==> src/shared/adct_pkg.sv <==
// Purpose: Shared constants, types and helpers for the converter timing block
// Assumes: One clock (CPU clock), converter basic clock made by enable pulses
// Notes:   Selector decodes live here so divider and control agree on them
package adct_pkg;

    // ----------------------------------------------------------------
    // Widths and fixed counts
    // ----------------------------------------------------------------
    localparam int          RES_W       = 10;         // Result width
    localparam int          CNT_W       = 12;         // Wide enough for longest conversion
    localparam logic [6:0]  CONV_BC     = 7'h28;      // Decide phase: 40 basic periods
    localparam logic [1:0]  STEP_LAST   = 2'h3;       // Four basic periods per bit
    localparam logic [CNT_W-1:0] LOAD_CYC = 12'h002;  // Result load: 2 CPU cycles
    localparam logic [3:0]  MSB_IDX     = 4'h9;       // First bit tried
    localparam logic [9:0]  TRIAL_INIT  = 10'h200;    // Mid-scale first trial

    // ----------------------------------------------------------------
    // Reset values
    // ----------------------------------------------------------------
    localparam logic [9:0]  RESULT_RST  = 10'h000;    // Result after reset
    localparam logic [1:0]  SEL_RST     = 2'h0;       // Captured selectors after reset

    // ----------------------------------------------------------------
    // Sequencer states
    // ----------------------------------------------------------------
    typedef enum logic [1:0] {
        ST_IDLE,
        ST_SAMPLE,
        ST_CONV,
        ST_LOAD
    } adct_state_t;

    // ----------------------------------------------------------------
    // Selector decodes
    // ----------------------------------------------------------------
    // Basic clock divide ratio from basic_clock_select
    function automatic logic [4:0] adct_div_of(input logic [1:0] sel);
        unique case (sel)
            2'h0: adct_div_of = 5'h04;
            2'h1: adct_div_of = 5'h02;
            2'h2: adct_div_of = 5'h10;
            2'h3: adct_div_of = 5'h08;
        endcase
    endfunction : adct_div_of

    // Sample window in basic periods from sample_time_select
    function automatic logic [6:0] adct_ts_of(input logic [1:0] sel);
        unique case (sel)
            2'h0: adct_ts_of = 7'h08;
            2'h1: adct_ts_of = 7'h10;
            2'h2: adct_ts_of = 7'h20;
            2'h3: adct_ts_of = 7'h40;
        endcase
    endfunction : adct_ts_of

endpackage : adct_pkg

==> src/rtl/adct_bc_div.sv <==
// Purpose: Basic clock enable divider for the converter sequencer
// Assumes: run low between conversions; sel stable while run is high
// Notes:   Counter restarts from zero on each run so phases align to start
`timescale 1ns/1ps
module adct_bc_div (
    input  wire logic        clk,
    input  wire logic        rst_n,
    input  wire logic        run,
    input  wire logic [1:0]  sel,
    output logic             tick
);
    import adct_pkg::*;

    // ----------------------------------------------------------------
    // State
    // ----------------------------------------------------------------
    typedef struct packed {
        logic [3:0] cnt;            // CPU cycles within one basic period
    } adct_div_st_t;

    adct_div_st_t s_q;              // Registered state
    adct_div_st_t s_d;              // Next state
    logic [4:0]   last;             // Final count of a period

    // ----------------------------------------------------------------
    // Next state
    // ----------------------------------------------------------------
    // Tick on the last CPU cycle of each basic period
    always_comb begin
        last  = adct_div_of(sel) - 5'h01;
        tick  = run && ({1'b0, s_q.cnt} == last);
        s_d   = s_q;
        if (!run || tick) begin
            s_d.cnt = 4'h0;                       // Idle or wrap: restart period
        end else begin
            s_d.cnt = s_q.cnt + 4'h1;
        end
    end

    // Register
    always_ff @(posedge clk or negedge rst_n) begin
        if (!rst_n) begin
            s_q <= '0;
        end else begin
            s_q <= s_d;
        end
    end

endmodule : adct_bc_div

==> src/rtl/adct_timing.sv <==
// Purpose: Conversion sequencer for a 10-bit successive-approximation converter
// Assumes: Comparator and sample switch are analog, across the pins
// Notes:   One conversion at a time; start is ignored while busy
//
// Functional notes
// - Basic clock: CPU divided by 4,2,16,8
// - Sample window: 8,16,32,64 basic periods
// - Conversion exactly window+40 basic+2 CPU
// - Sample, decide, then load result register
// - Below ground reads zero, above reference 3FF
// - Input held after the sample window
`timescale 1ns/1ps
module adct_timing (
    input  wire logic        clk,
    input  wire logic        arst_n,
    input  wire logic        start,
    input  wire logic [1:0]  basic_clock_select,
    input  wire logic [1:0]  sample_time_select,
    input  wire logic        cmp_above,
    output logic             busy,
    output logic             sample_track,
    output logic [9:0]       trial_code,
    output logic [9:0]       result,
    output logic             done
);
    import adct_pkg::*;

    // ----------------------------------------------------------------
    // Reset release
    // ----------------------------------------------------------------
    logic rst_s1_q;                 // First release stage
    logic rst_n_q;                  // Reset copy used by the design

    // Release is synchronous so no flop sees a ragged deassert
    always_ff @(posedge clk or negedge arst_n) begin
        if (!arst_n) begin
            rst_s1_q <= 1'b0;
            rst_n_q  <= 1'b0;
        end else begin
            rst_s1_q <= 1'b1;
            rst_n_q  <= rst_s1_q;
        end
    end

    // ----------------------------------------------------------------
    // State
    // ----------------------------------------------------------------
    typedef struct packed {
        adct_state_t state;         // Sequencer phase
        logic [1:0]  clk_sel;       // Captured basic clock select
        logic [1:0]  smp_sel;       // Captured sample time select
        logic [6:0]  cnt;           // Basic periods within phase
        logic        load_cnt;      // CPU cycle within load
        logic [3:0]  idx;           // Bit under decision
        logic [9:0]  trial;         // Approximation register
        logic [9:0]  result;        // Result register
        logic        done;          // End of conversion pulse
        logic        cmp_s1;        // Comparator sync, first stage
        logic        cmp_s2;        // Comparator sync, second stage
    } adct_st_t;

    adct_st_t    s_q;               // Registered state
    adct_st_t    s_d;               // Next state
    logic        bc_tick;           // One basic clock period elapsed
    logic        div_run;           // Divider runs during timed phases

    assign div_run = (s_q.state == ST_SAMPLE) || (s_q.state == ST_CONV);

    // ----------------------------------------------------------------
    // Basic clock divider
    // ----------------------------------------------------------------
    adct_bc_div u_div (
        .clk   (clk),
        .rst_n (rst_n_q),
        .run   (div_run),
        .sel   (s_q.clk_sel),
        .tick  (bc_tick)
    );

    // ----------------------------------------------------------------
    // Sequencer
    // ----------------------------------------------------------------
    always_comb begin
        s_d        = s_q;
        s_d.done   = 1'b0;
        s_d.cmp_s1 = cmp_above;                   // Pin passes two flops
        s_d.cmp_s2 = s_q.cmp_s1;
        unique case (s_q.state)
            // Wait for start; selectors are taken only here
            ST_IDLE: begin
                if (start) begin
                    s_d.state   = ST_SAMPLE;
                    s_d.clk_sel = basic_clock_select;
                    s_d.smp_sel = sample_time_select;
                    s_d.cnt     = 7'h00;
                end
            end
            // Track the input for the programmed window
            ST_SAMPLE: begin
                if (bc_tick) begin
                    if (s_q.cnt == adct_ts_of(s_q.smp_sel) - 7'h01) begin
                        s_d.state = ST_CONV;
                        s_d.cnt   = 7'h00;
                        s_d.idx   = MSB_IDX;
                        s_d.trial = TRIAL_INIT;
                    end else begin
                        s_d.cnt = s_q.cnt + 7'h01;
                    end
                end
            end
            // One bit decided every four basic periods
            ST_CONV: begin
                if (bc_tick) begin
                    s_d.cnt = s_q.cnt + 7'h01;
                    if (s_q.cnt[1:0] == STEP_LAST) begin
                        // Comparator low means input is below trial level
                        if (!s_q.cmp_s2) begin
                            s_d.trial[s_q.idx] = 1'b0;
                        end
                        if (s_q.idx != 4'h0) begin
                            s_d.trial[s_q.idx - 4'h1] = 1'b1;
                            s_d.idx = s_q.idx - 4'h1;
                        end
                    end
                    if (s_q.cnt == CONV_BC - 7'h01) begin
                        s_d.state    = ST_LOAD;
                        s_d.load_cnt = 1'b0;
                    end
                end
            end
            // Two CPU cycles, then the result register takes the code
            ST_LOAD: begin
                s_d.load_cnt = 1'b1;
                if (s_q.load_cnt) begin
                    s_d.state  = ST_IDLE;
                    s_d.result = s_q.trial;
                    s_d.done   = 1'b1;
                end
            end
        endcase
    end

    // Register
    always_ff @(posedge clk or negedge rst_n_q) begin
        if (!rst_n_q) begin
            s_q         <= '0;
            s_q.state   <= ST_IDLE;
            s_q.clk_sel <= SEL_RST;
            s_q.smp_sel <= SEL_RST;
            s_q.result  <= RESULT_RST;
        end else begin
            s_q <= s_d;
        end
    end

    // ----------------------------------------------------------------
    // Outputs
    // ----------------------------------------------------------------
    assign busy         = (s_q.state != ST_IDLE);
    assign sample_track = (s_q.state == ST_SAMPLE); // Hold once window ends
    assign trial_code   = s_q.trial;
    assign result       = s_q.result;
    assign done         = s_q.done;

    // ----------------------------------------------------------------
    // Checks
    // ----------------------------------------------------------------
    logic [CNT_W-1:0] cyc_q;        // CPU cycles since start taken
    logic [CNT_W-1:0] ph_q;         // CPU cycles in current phase
    logic [4:0]       gap_q;        // CPU cycles since last tick
    logic             any_hi_q;     // Comparator seen high in decide phase
    logic             any_lo_q;     // Comparator seen low in decide phase
    logic [CNT_W-1:0] div_w;        // Captured divide ratio, widened
    logic [CNT_W-1:0] ts_w;         // Captured window, widened

    assign div_w = {7'h00, adct_div_of(s_q.clk_sel)};
    assign ts_w  = {5'h00, adct_ts_of(s_q.smp_sel)};

    // Helper counters only the checks read
    always_ff @(posedge clk or negedge rst_n_q) begin
        if (!rst_n_q) begin
            cyc_q    <= '0;
            ph_q     <= '0;
            gap_q    <= '0;
            any_hi_q <= 1'b0;
            any_lo_q <= 1'b0;
        end else begin
            cyc_q    <= busy ? cyc_q + 12'h001 : 12'h000;
            ph_q     <= (s_d.state != s_q.state) ? 12'h000 : ph_q + 12'h001;
            gap_q    <= (bc_tick || !div_run) ? 5'h01 : gap_q + 5'h01;
            any_hi_q <= (s_q.state == ST_CONV) ? (any_hi_q | s_q.cmp_s2) : 1'b0;
            any_lo_q <= (s_q.state == ST_CONV) ? (any_lo_q | !s_q.cmp_s2) : 1'b0;
        end
    end
endmodule : adct_timing

==> config.mk <==
export PLATFORM = sky130hd
export DESIGN_NAME = adct_timing
export DESIGN_NICKNAME = d
export VERILOG_FILES = /design/src/shared/adct_pkg.sv /design/src/rtl/adct_bc_div.sv /design/src/rtl/adct_timing.sv
export SDC_FILE = /design/constraint.sdc
export NUM_CORES = 1
export LEC_CHECK = 0
export BUFFER_PORTS_ARGS = -buffer_cell sky130_fd_sc_hd__buf_4
export CORE_MARGIN = 4
export CORE_UTILIZATION = 60
export CTS_CLUSTER_SIZE = 25
export DETAILED_ROUTE_END_ITERATION = 10
export GPL_TIMING_DRIVEN = 0
export PLACE_DENSITY = 0.89
export SYNTH_ARGS = -nofsm -noshare
export SYNTH_HDL_FRONTEND = slang
export SYNTH_SLANG_ARGS = --single-unit
==> constraint.sdc <==
create_clock -name clk -period 4.45 [get_ports clk]
set_input_delay 0.445 -clock clk [delete_from_list [all_inputs] [get_ports clk]]
set_output_delay 0.445 -clock clk [all_outputs]
set_load 0.1 [all_outputs]
After elaboration in Yosys (flattened, before gate mapping)
Index checks and enable logic that the tools add are counted.

storage, ports and cells
  bits in registers = 47
  output and inout bits = 23
  logic and storage cells = 101
  bits of input ports = 8

cells by class
  magnitude comparators = 4
  multiplexer cells = 33
  reductions and logical operators = 21
  bitwise operators = 3
  eq/ne operators = 21
  $add $sub $neg = 5

operators by type and width
  kind                   number
  $mux W14               4
  $mux W10               4
  $mux W7                4
  $pmux W14 S2           1
  $pmux W7 S4            1
  $mux W22               1
  $pmux W7 S3            1
  $pmux W5 S4            1
  $eq A2 B2 Y1 const B   7
  $mux W13               1
  $reduce_and A6 Y1      2
  $and A10 B10 Y10       1
  $lt A4 B5 Y1 const B   2
  $mux W2                5
  $ne A2 B1 Y1 const B   5
  $not A10 Y10           1
  $or A10 B10 Y10        1
  $demux W1 S4           2
  $ge A4 B1 Y1 const B   2
  $pmux W2 S4            1
  $add A7 B1 Y7 const B  1
  $eq A7 B6 Y1 const B   1
  $eq A7 B7 Y1           1
  $sub A7 B1 Y7 const B  1
  other kinds (20)       36

Logic depth before layout (Yosys ltp)
Gate-level depths: netlist of run 1.

  depth in word-level cells = 15
  mapped depth = 9
  depth with buffers taken out = 7

Hierarchy
A second synthesis of run 1 with hierarchy kept.

unflattened totals
  cell total of the unflattened synthesis = 247
  area, all modules = 2,608.8 sq um

by module, submodules not included
  module       sequential area each (sq um)  cells each  area an instance (sq um)  instances
  adct_timing  1,076.0                       224         2,372.3                   1
  adct_bc_div  100.1                         23          236.5                     1

Worst setup path before layout of run 1
Ideal clock, no wire load.

  path type = reg2reg
  start = register s_q[40] (netlist bit)
  end = register s_q[34] (netlist bit)
  path buffers = 1
  library setup time = 121 ps
  arrival = 2,416 ps
  period minus slack after synthesis = 2,537 ps
  path slack = 1,913 ps
  data required time = 4,329 ps
  cell stages (with the launch flop) = 8
  cells stage by stage = dfrtp_1 > inv_1 > ha_1 > nor2_1 > o311ai_1 > buf_2 > o21ai_0 > a22o_1

on the way
  cells in the longest elaborated chain, start to end = 5
  elaborated cells between the ends (all ways) = 11
  classes of those cells = eq/ne (5); mux (1); reduce/logical (5)

ends and longest elaborated chain
  element                                                        RTL line           RTL
  start, declared                                                adct_timing.sv:62  adct_st_t s_q;
  $eq A2 B1 Y1 (*)                                               n/a
  named net sample_track                                         adct_timing.sv:21  output logic sample_track,
  $logic_or A1 B1 Y1                                             adct_timing.sv:67  assign div_run = (s_q.state == ST_SAMPLE) || (s_q.state == ST_CONV);
  $logic_and A1 B1 Y1                                            adct_bc_div.sv:31  tick = run && ({1'b0, s_q.cnt} == last);
  $ne A2 B2 Y1 (no source line) or $ne A2 B1 Y1 (tied branches)  n/a
  $reduce_and A4 Y1 (no source line)                             n/a

Mark *: on every way through the listed nets, which the timed path passes. The rest lies on a longest branch.
A chain may end at the register's enable or synchronous reset.

Worst setup path in the final report of run 1
  start = register s_q[39] (netlist bit)
  end = register s_q[34] (netlist bit)

on the way
  cells in the longest elaborated chain, start to end = 5
  elaborated cells between the ends (all ways) = 11
  classes of those cells = eq/ne (5); mux (1); reduce/logical (5)

ends and longest elaborated chain
  element                                                        RTL line
  $eq A2 B1 Y1 or $eq A2 B2 Y1 (tied branches)                   adct_timing.sv:67, adct_timing.sv:88
  $logic_or A1 B1 Y1                                             adct_timing.sv:67
  $logic_and A1 B1 Y1                                            adct_bc_div.sv:31
  $ne A2 B2 Y1 (no source line) or $ne A2 B1 Y1 (tied branches)  n/a
  $reduce_and A4 Y1 (no source line)                             n/a

Parallel ways exist; a longest one is shown, timed or not.

==> results.yml, run 1 <==
worst_setup_path:
  cp_data_required_time_ps: 4650
  worstSetupStartpoint: "s_q[39]"
  crit_buf_inv: 3
  critPathMaxFanout: 10
  reg2reg_from: "s_q[39]"
  startpoint_type: "flop"
  reg2regPathDepth: 9
  critPathKind: "flop to flop"
  r2r_end: "s_q[34]"
  arrival_ps: 2510
  cp_top_family: "compound AO/OA/AOI/OAI gates"
  crit_cells: 9
  worst-r2r-setup-slack_ps: 2130
  critical-path-max-stage-delay_ps: 400
  critical_path.slowest_cell: "o311ai_1"
  cp-endpoint: "s_q[34]"
  cp_cell_sequence: "inv_1 -> ha_1 -> buf_4 -> nand4b_1 -> a21boi_0 -> o311ai_1 -> buf_2 -> o21ai_0 -> a22o_1"
  worstSetupEndpointType: "flop"
power:
  p_per_area_nw_per_um2: 238.2
  power_leakage_nw: 1.562
  peakVddDrop_mv: 0.1498
  finalPower_mw: 0.7695
synthesis:
  synth_edf_count: 0
  syn_area_per_cell_sq_um: 10.08
  syn_area_sq_um: 2791
  seq_area_frac_synth_pct: 42.13
  ys_ff_latch: 47
  synth_cell_type_count: 58
  yosys.area_share.simple_pct: 17.93
  synth_top_area_share_pct: 42.13
  synth_top_family_by_area: "compound AO/OA/AOI/OAI gates"
  synth_warnings: 0
  synth_largest_area_cell: "dfrtp_1"
  synth_compound_gate_area_share_pct: 17.97
  async_flop_share_pct: 100.0
  synthAdderAreaFrac_pct: 3.138
  synth_area_leaders: "dfrtp_1, mux2_2, buf_4"
  synthesis.instances: 277
  syn-num-nets: 292
  ys.flop_type: "dfrtp_1"
  synthXorXnorAreaFrac_pct: 1.255
  synthMuxAreaShare_pct: 7.530
layout:
  fillers: 334
  nets: 331
  antennaDiodeCount: 0
  syn2layout_area_growth_pct: 15.73
  drive_above_1_share_pct: 30.28
  design_area_sq_um: 3231
cts:
  postCtsSetupBuffers: 0
  cts_sinks: 47
  cts-buffers-inserted: 5
  clk_pin_slew_worst_paths_ps: 90
  cts_root_buf: "clkbuf_8"
  cts_tree: "done"
  cts.htree.levels: 2
  clock_path_buffers: 2
  worstSkewPairLatency_ps: 300
routing:
  num_vias: 2207
  final_antenna_net_count: 0
  detail_route.wl_per_cell_microns: 15.85
  drc: 0
  drt-total-wl_microns: 5848
  first_pass_iters: 4
  dr.first_iter.drc_count: 140
  viasPerCell: 5.981
grt:
  grt_max_degree: 30
  grt_pass1_wl_microns: 9949
  track_usage_pct: 20.55
  grt_pass1_vias: 2149
  antenna_found_initial: 0
  overflow: 0
run:
  max_cap_viol_count: 0
sta:
  fin_crit_sh_pct: 52.10
  clock_skew_ps: 5.550
  whs_ps: 185.9
  slew_violations: 0
  min_period_ps: 2319
  finalHoldViolCount: 0
  rsz0062_at_grt: "false"
  finalSetupViolations: 0
  finalSetupTns_ps: 0
  fmax_mhz: 431.3
die:
  die_y_microns: 76.21
  core_area_sq_um: 4414
  start_util_pct: 63.24
  pin_count: 31
  die_w_microns: 76.21
  die-area_sq_um: 5808
  num_rows: 24
hold_path:
  hp-class: "flop to asynchronous set/reset pin"
placement:
  hpwlAfterDp_microns: 4422
  place_area_sq_um: 3103
  gp_congestion: 0.9568
  port_buffers: 30
run_status:
  status: "complete, no violations"
power by group:
group	switching (mW)	internal, mW
clock network	0.142	0.182
logic	0.00716	0.00659
registers	0.00339	0.428
cells in the final DEF (no fill, tap or decap), types with 8 or more instances in the layout:
| master | netlist | final |
|---|---|---|
| buf_4 | 22 | 52 |
| dfrtp_1 | 47 | 46 |
| nand2_1 | 21 | 21 |
| o21ai_0 | 16 | 16 |
| mux2_2 | 16 | 16 |
| nor2_1 | 14 | 14 |
| a21oi_1 | 10 | 10 |
| and3_1 | 9 | 9 |
| nand3_1 | 9 | 9 |
| inv_1 | 8 | 8 |
| clkbuf_1 | 8 | 8 |
| a41oi_1 | 8 | 8 |
kinds of logic (layout without fill, tap and decap cells):
logic type      count (synthesis)  count (layout)
compound gates                 67              67
xor+xnor                        4               4
fa+ha+maj                       7               7
buf+inv                        43              83
flops                          47              47
mux                            19              19
other cells                     1               1
simple gates                   89              89
sequential cells by signal, summed over array words and instances, names as in the netlist:
name / flops
rst_n_q: 1
s_q: 19
rst_s1_q: 1
s_d: 1
u_div.s_q: 4
trial_code: 10
done: 1
result: 10
through the flow:
stage / worst slack, ps / utilization (%) / cells
final: 2131 / 73.19 / 369
after global routing: 1916 / 73.19 / 369
after CTS: 2124 / 73.19 / 369
after detailed placement: 2163 / 70.29 / 360
after global placement: 2170 / 69.81 / 359
after floorplan: 1913 / - / 277
layout make-up:
type	instances	area [sq um]	share of cell area, %
multi-input cells	187	1339	41.44
clock inverters	2	35.03	1.084
plain buffers	35	246.5	7.630
repair buffers	32	255.2	7.901
flip-flops and latches	47	1177	36.44
clock buffers	6	82.58	2.556
well taps	52	65.06	2.014
inverters	8	30.03	0.9295
timing repair:
| action | in CTS | in global routing |
|---|---|---|
| hold endpoints to repair | 2 | 0 |
| hold buffers | 1 | 0 |
| gates resized for setup | 0 | 0 |
synthesized netlist by cell type (4+ instances only):
| library cell | count |
|---|---|
| dfrtp_1 | 47 |
| buf_4 | 22 |
| nand2_1 | 21 |
| mux2_2 | 16 |
| o21ai_0 | 16 |
| nor2_1 | 14 |
| a21oi_1 | 10 |
| and3_1 | 9 |
| nand3_1 | 9 |
| a41oi_1 | 8 |
| clkbuf_1 | 8 |
| inv_1 | 8 |
| ha_1 | 7 |
| nor2b_1 | 6 |
| a22o_1 | 5 |
| nand2b_1 | 5 |
| o211ai_1 | 5 |
| o41ai_1 | 4 |
worst register-to-register path, delay by kind of cell, from the launching register on:
kind | cells | cell delay [ps]
AOI/OAI and AO/OA | 4 | 840
adders and majority gates | 1 | 340
buffers and inverters | 3 | 560
and+or+nand+nor | 1 | 100
DFF | 1 | 390
per-layer routing:
layer | up-vias | track usage (%) | part of all wire (%) | wire length [microns]
met2 | 53 | 36.99 | 53 | 3086
met3 | 8 | 3.310 | 4.4 | 260
met5 | - | 0 | 0 | 0
li1 | 1065 | - | - | -
met4 | 0 | 6.818 | 0.99 | 58
met1 | 1081 | 24.77 | 42 | 2442
worst min path at each step:
stage	start	to	slack, ps	cells after the start
global placement	arst_n	rst_s1_q	230	1
CTS	rst_n_q	trial_code[8]	200	0
detailed placement	rst_n_q	trial_code[8]	190	0
global route	rst_n_q	trial_code[8]	220	0
floorplan	arst_n	rst_n_q	150	0
finish	rst_n_q	result[3]	190	0
Power figures use the tool's default switching activity.
==> run 2: changes to the inputs <==
Settings changed: CORE_UTILIZATION 60 to 58, PLACE_DENSITY 0.89 to 0.87.
Clock period 4.45 ns to 2.3 ns, I/O delays scaled along.
==> results.yml, run 2 (synthesis gave the netlist of run 1 again) <==
sta:
  clock_skew_ps: 6.850
  finalWorstSetupSlack_ps: 89.99
  slew_violations: 0
  finalSetupViolations: 0
  fin_crit_sh_pct: 96.09
  finalHoldViolCount: 0
  min_period_ps: 2210
  fmax_mhz: 452.5
  rsz0062_at_grt: "true"
worst_setup_path:
  cp_top_family: "simple AND/OR/NAND/NOR gates"
  critPathKind: "flop to flop"
  cp_data_required_time_ps: 2490
  reg2reg_from: "s_q[29]"
  crit_cells: 7
  critPathMaxFanout: 9
  worst-r2r-setup-slack_ps: 90
  worstSetupEndpointType: "flop"
  startpoint_type: "flop"
  reg2regPathDepth: 7
  critical-path-max-stage-delay_ps: 550
  worstSetupStartpoint: "s_q[29]"
  crit_buf_inv: 1
  cp-endpoint: "s_q[40]"
  r2r_end: "s_q[40]"
  critical_path.slowest_cell: "or4b_1"
  cp_cell_sequence: "ha_1 -> buf_4 -> nand3b_1 -> or4b_1 -> a2bb2oi_1 -> and4b_2 -> mux2_2"
  arrival_ps: 2400
die:
  core_area_sq_um: 4504
  die-area_sq_um: 5987
  die_y_microns: 77.38
  start_util_pct: 61.97
  pin_count: 31
  num_rows: 24
  die_w_microns: 77.38
layout:
  mostFrequentLayoutCells: "buf_4, dfrtp_1, nand2_1"
  regArea_sq_um: 1177
  largest_reg_flops: 19
  layout_commonest_cell: "buf_4"
  nets: 331
  fillers: 349
  syn2layout_area_growth_pct: 15.82
  final_util_pct: 71.78
  drive_above_1_share_pct: 31.23
  stdcell_count: 369
  multi_input_area_sq_um: 1365
  antennaDiodeCount: 0
  top_register: "s_q"
run:
  max_cap_viol_count: 0
routing:
  detail_route.wl_per_cell_microns: 16.04
  viasPerCell: 5.995
  first_pass_iters: 4
  drc: 0
  dr.first_iter.drc_count: 155
  drt-total-wl_microns: 5917
  num_vias: 2212
  final_antenna_net_count: 0
power:
  power_frac_comb_pct: 1.9
  p_int_mw: 1.085
  swShare_pct: 21.23
  seqPwrFrac_pct: 60.7
  peakVddDrop_mv: 0.3354
  switchingPower_mw: 0.2923
  clock_power_share_pct: 37.4
  power_leakage_nw: 1.555
  p_per_area_nw_per_um2: 425.9
cts:
  clock_path_buffers: 2
  cts_root_buf: "clkbuf_8"
  cts-buffers-inserted: 5
  postCtsSetupBuffers: 0
  clk_pin_slew_worst_paths_ps: 90
  cts_sinks: 47
  worstSkewPairLatency_ps: 300
  cts_tree: "done"
  cts.htree.levels: 2
placement:
  dp_cells: 360
  port_buffers: 30
  gp_congestion: 0.9315
  pre_cts_slack_ps: -21.64
  hpwlAfterDp_microns: 4331
hold_path:
  hp-class: "primary input to flop"
grt:
  grt_max_degree: 30
  track_usage_pct: 21.02
  grt_pass1_wl_microns: 10190
  overflow: 0
  grt_pass1_vias: 2200
  antenna_found_initial: 0
run_status:
  status: "complete, no violations"
-- run 2: cell count changes in the layout (fill, tap and decap cells not counted), sizes merged --
cell | before | now
clkbuf | 14 | 15
bufinv | 1 | 0
-- run 2: power groups by stage --
stage	registers, mW	clock network, mW	logic (mW)
detailed placement	0.853	0	0.0264
CTS	0.836	0.535	0.0277
finish	0.836	0.515	0.0266
floorplan	0.857	0	0.00186
global route	0.837	0.569	0.0306
global placement	0.861	0	0.0117
-- run 2: layout make-up --
cell class	instances	area share, %
inverter	8	0.9288
clock inverter	1	0.1548
clock buffer	7	2.670
tap	52	2.012
sequential	47	36.42
multi-input combinational	187	42.22
buffer	35	7.701
timing repair buffer	32	7.895
-- run 2: worst min path at each step --
stage	cells after the start	endpoint	slack (ps)	startpoint
2_1_floorplan	0	rst_n_q	-70	arst_n
3_3_place_gp	1	rst_n_q	10	arst_n
3_5_place_dp	1	rst_s1_q	10	arst_n
4_1_cts	1	s_d[0]	20	cmp_above
5_1_grt	1	s_d[0]	20	cmp_above
6_report	1	s_d[0]	40	cmp_above
-- run 2: per-layer routing --
layer | global-route usage, % | wire, microns | vias to the layer above
met5 | 0 | 0 | -
li1 | - | - | 1067
met4 | 9.609 | 121 | 0
met2 | 36.87 | 2991 | 76
met3 | 3.009 | 317 | 10
met1 | 25.66 | 2487 | 1059
-- run 2: timing repair --
item / 4_1_cts / 5_1_grt
hold endpoints to repair: 2 / 0
resized for setup: 1 / 7
setup endpoints to repair: 1 / 10
hold buffers: 1 / 0
-- run 2: through the flow --
stage          area [sq um]  setup TNS (ps)  total power [mW]  hold WS, ps
6_report               3233               0             1.377        37.29
3_3_place_gp           3084               0            0.8731        13.17
5_1_grt                3233          -7.946             1.437        21.98
2_1_floorplan          2794               0            0.8593       -65.59
3_5_place_dp           3105          -21.64            0.8792        14.34
4_1_cts                3214               0             1.399        23.21
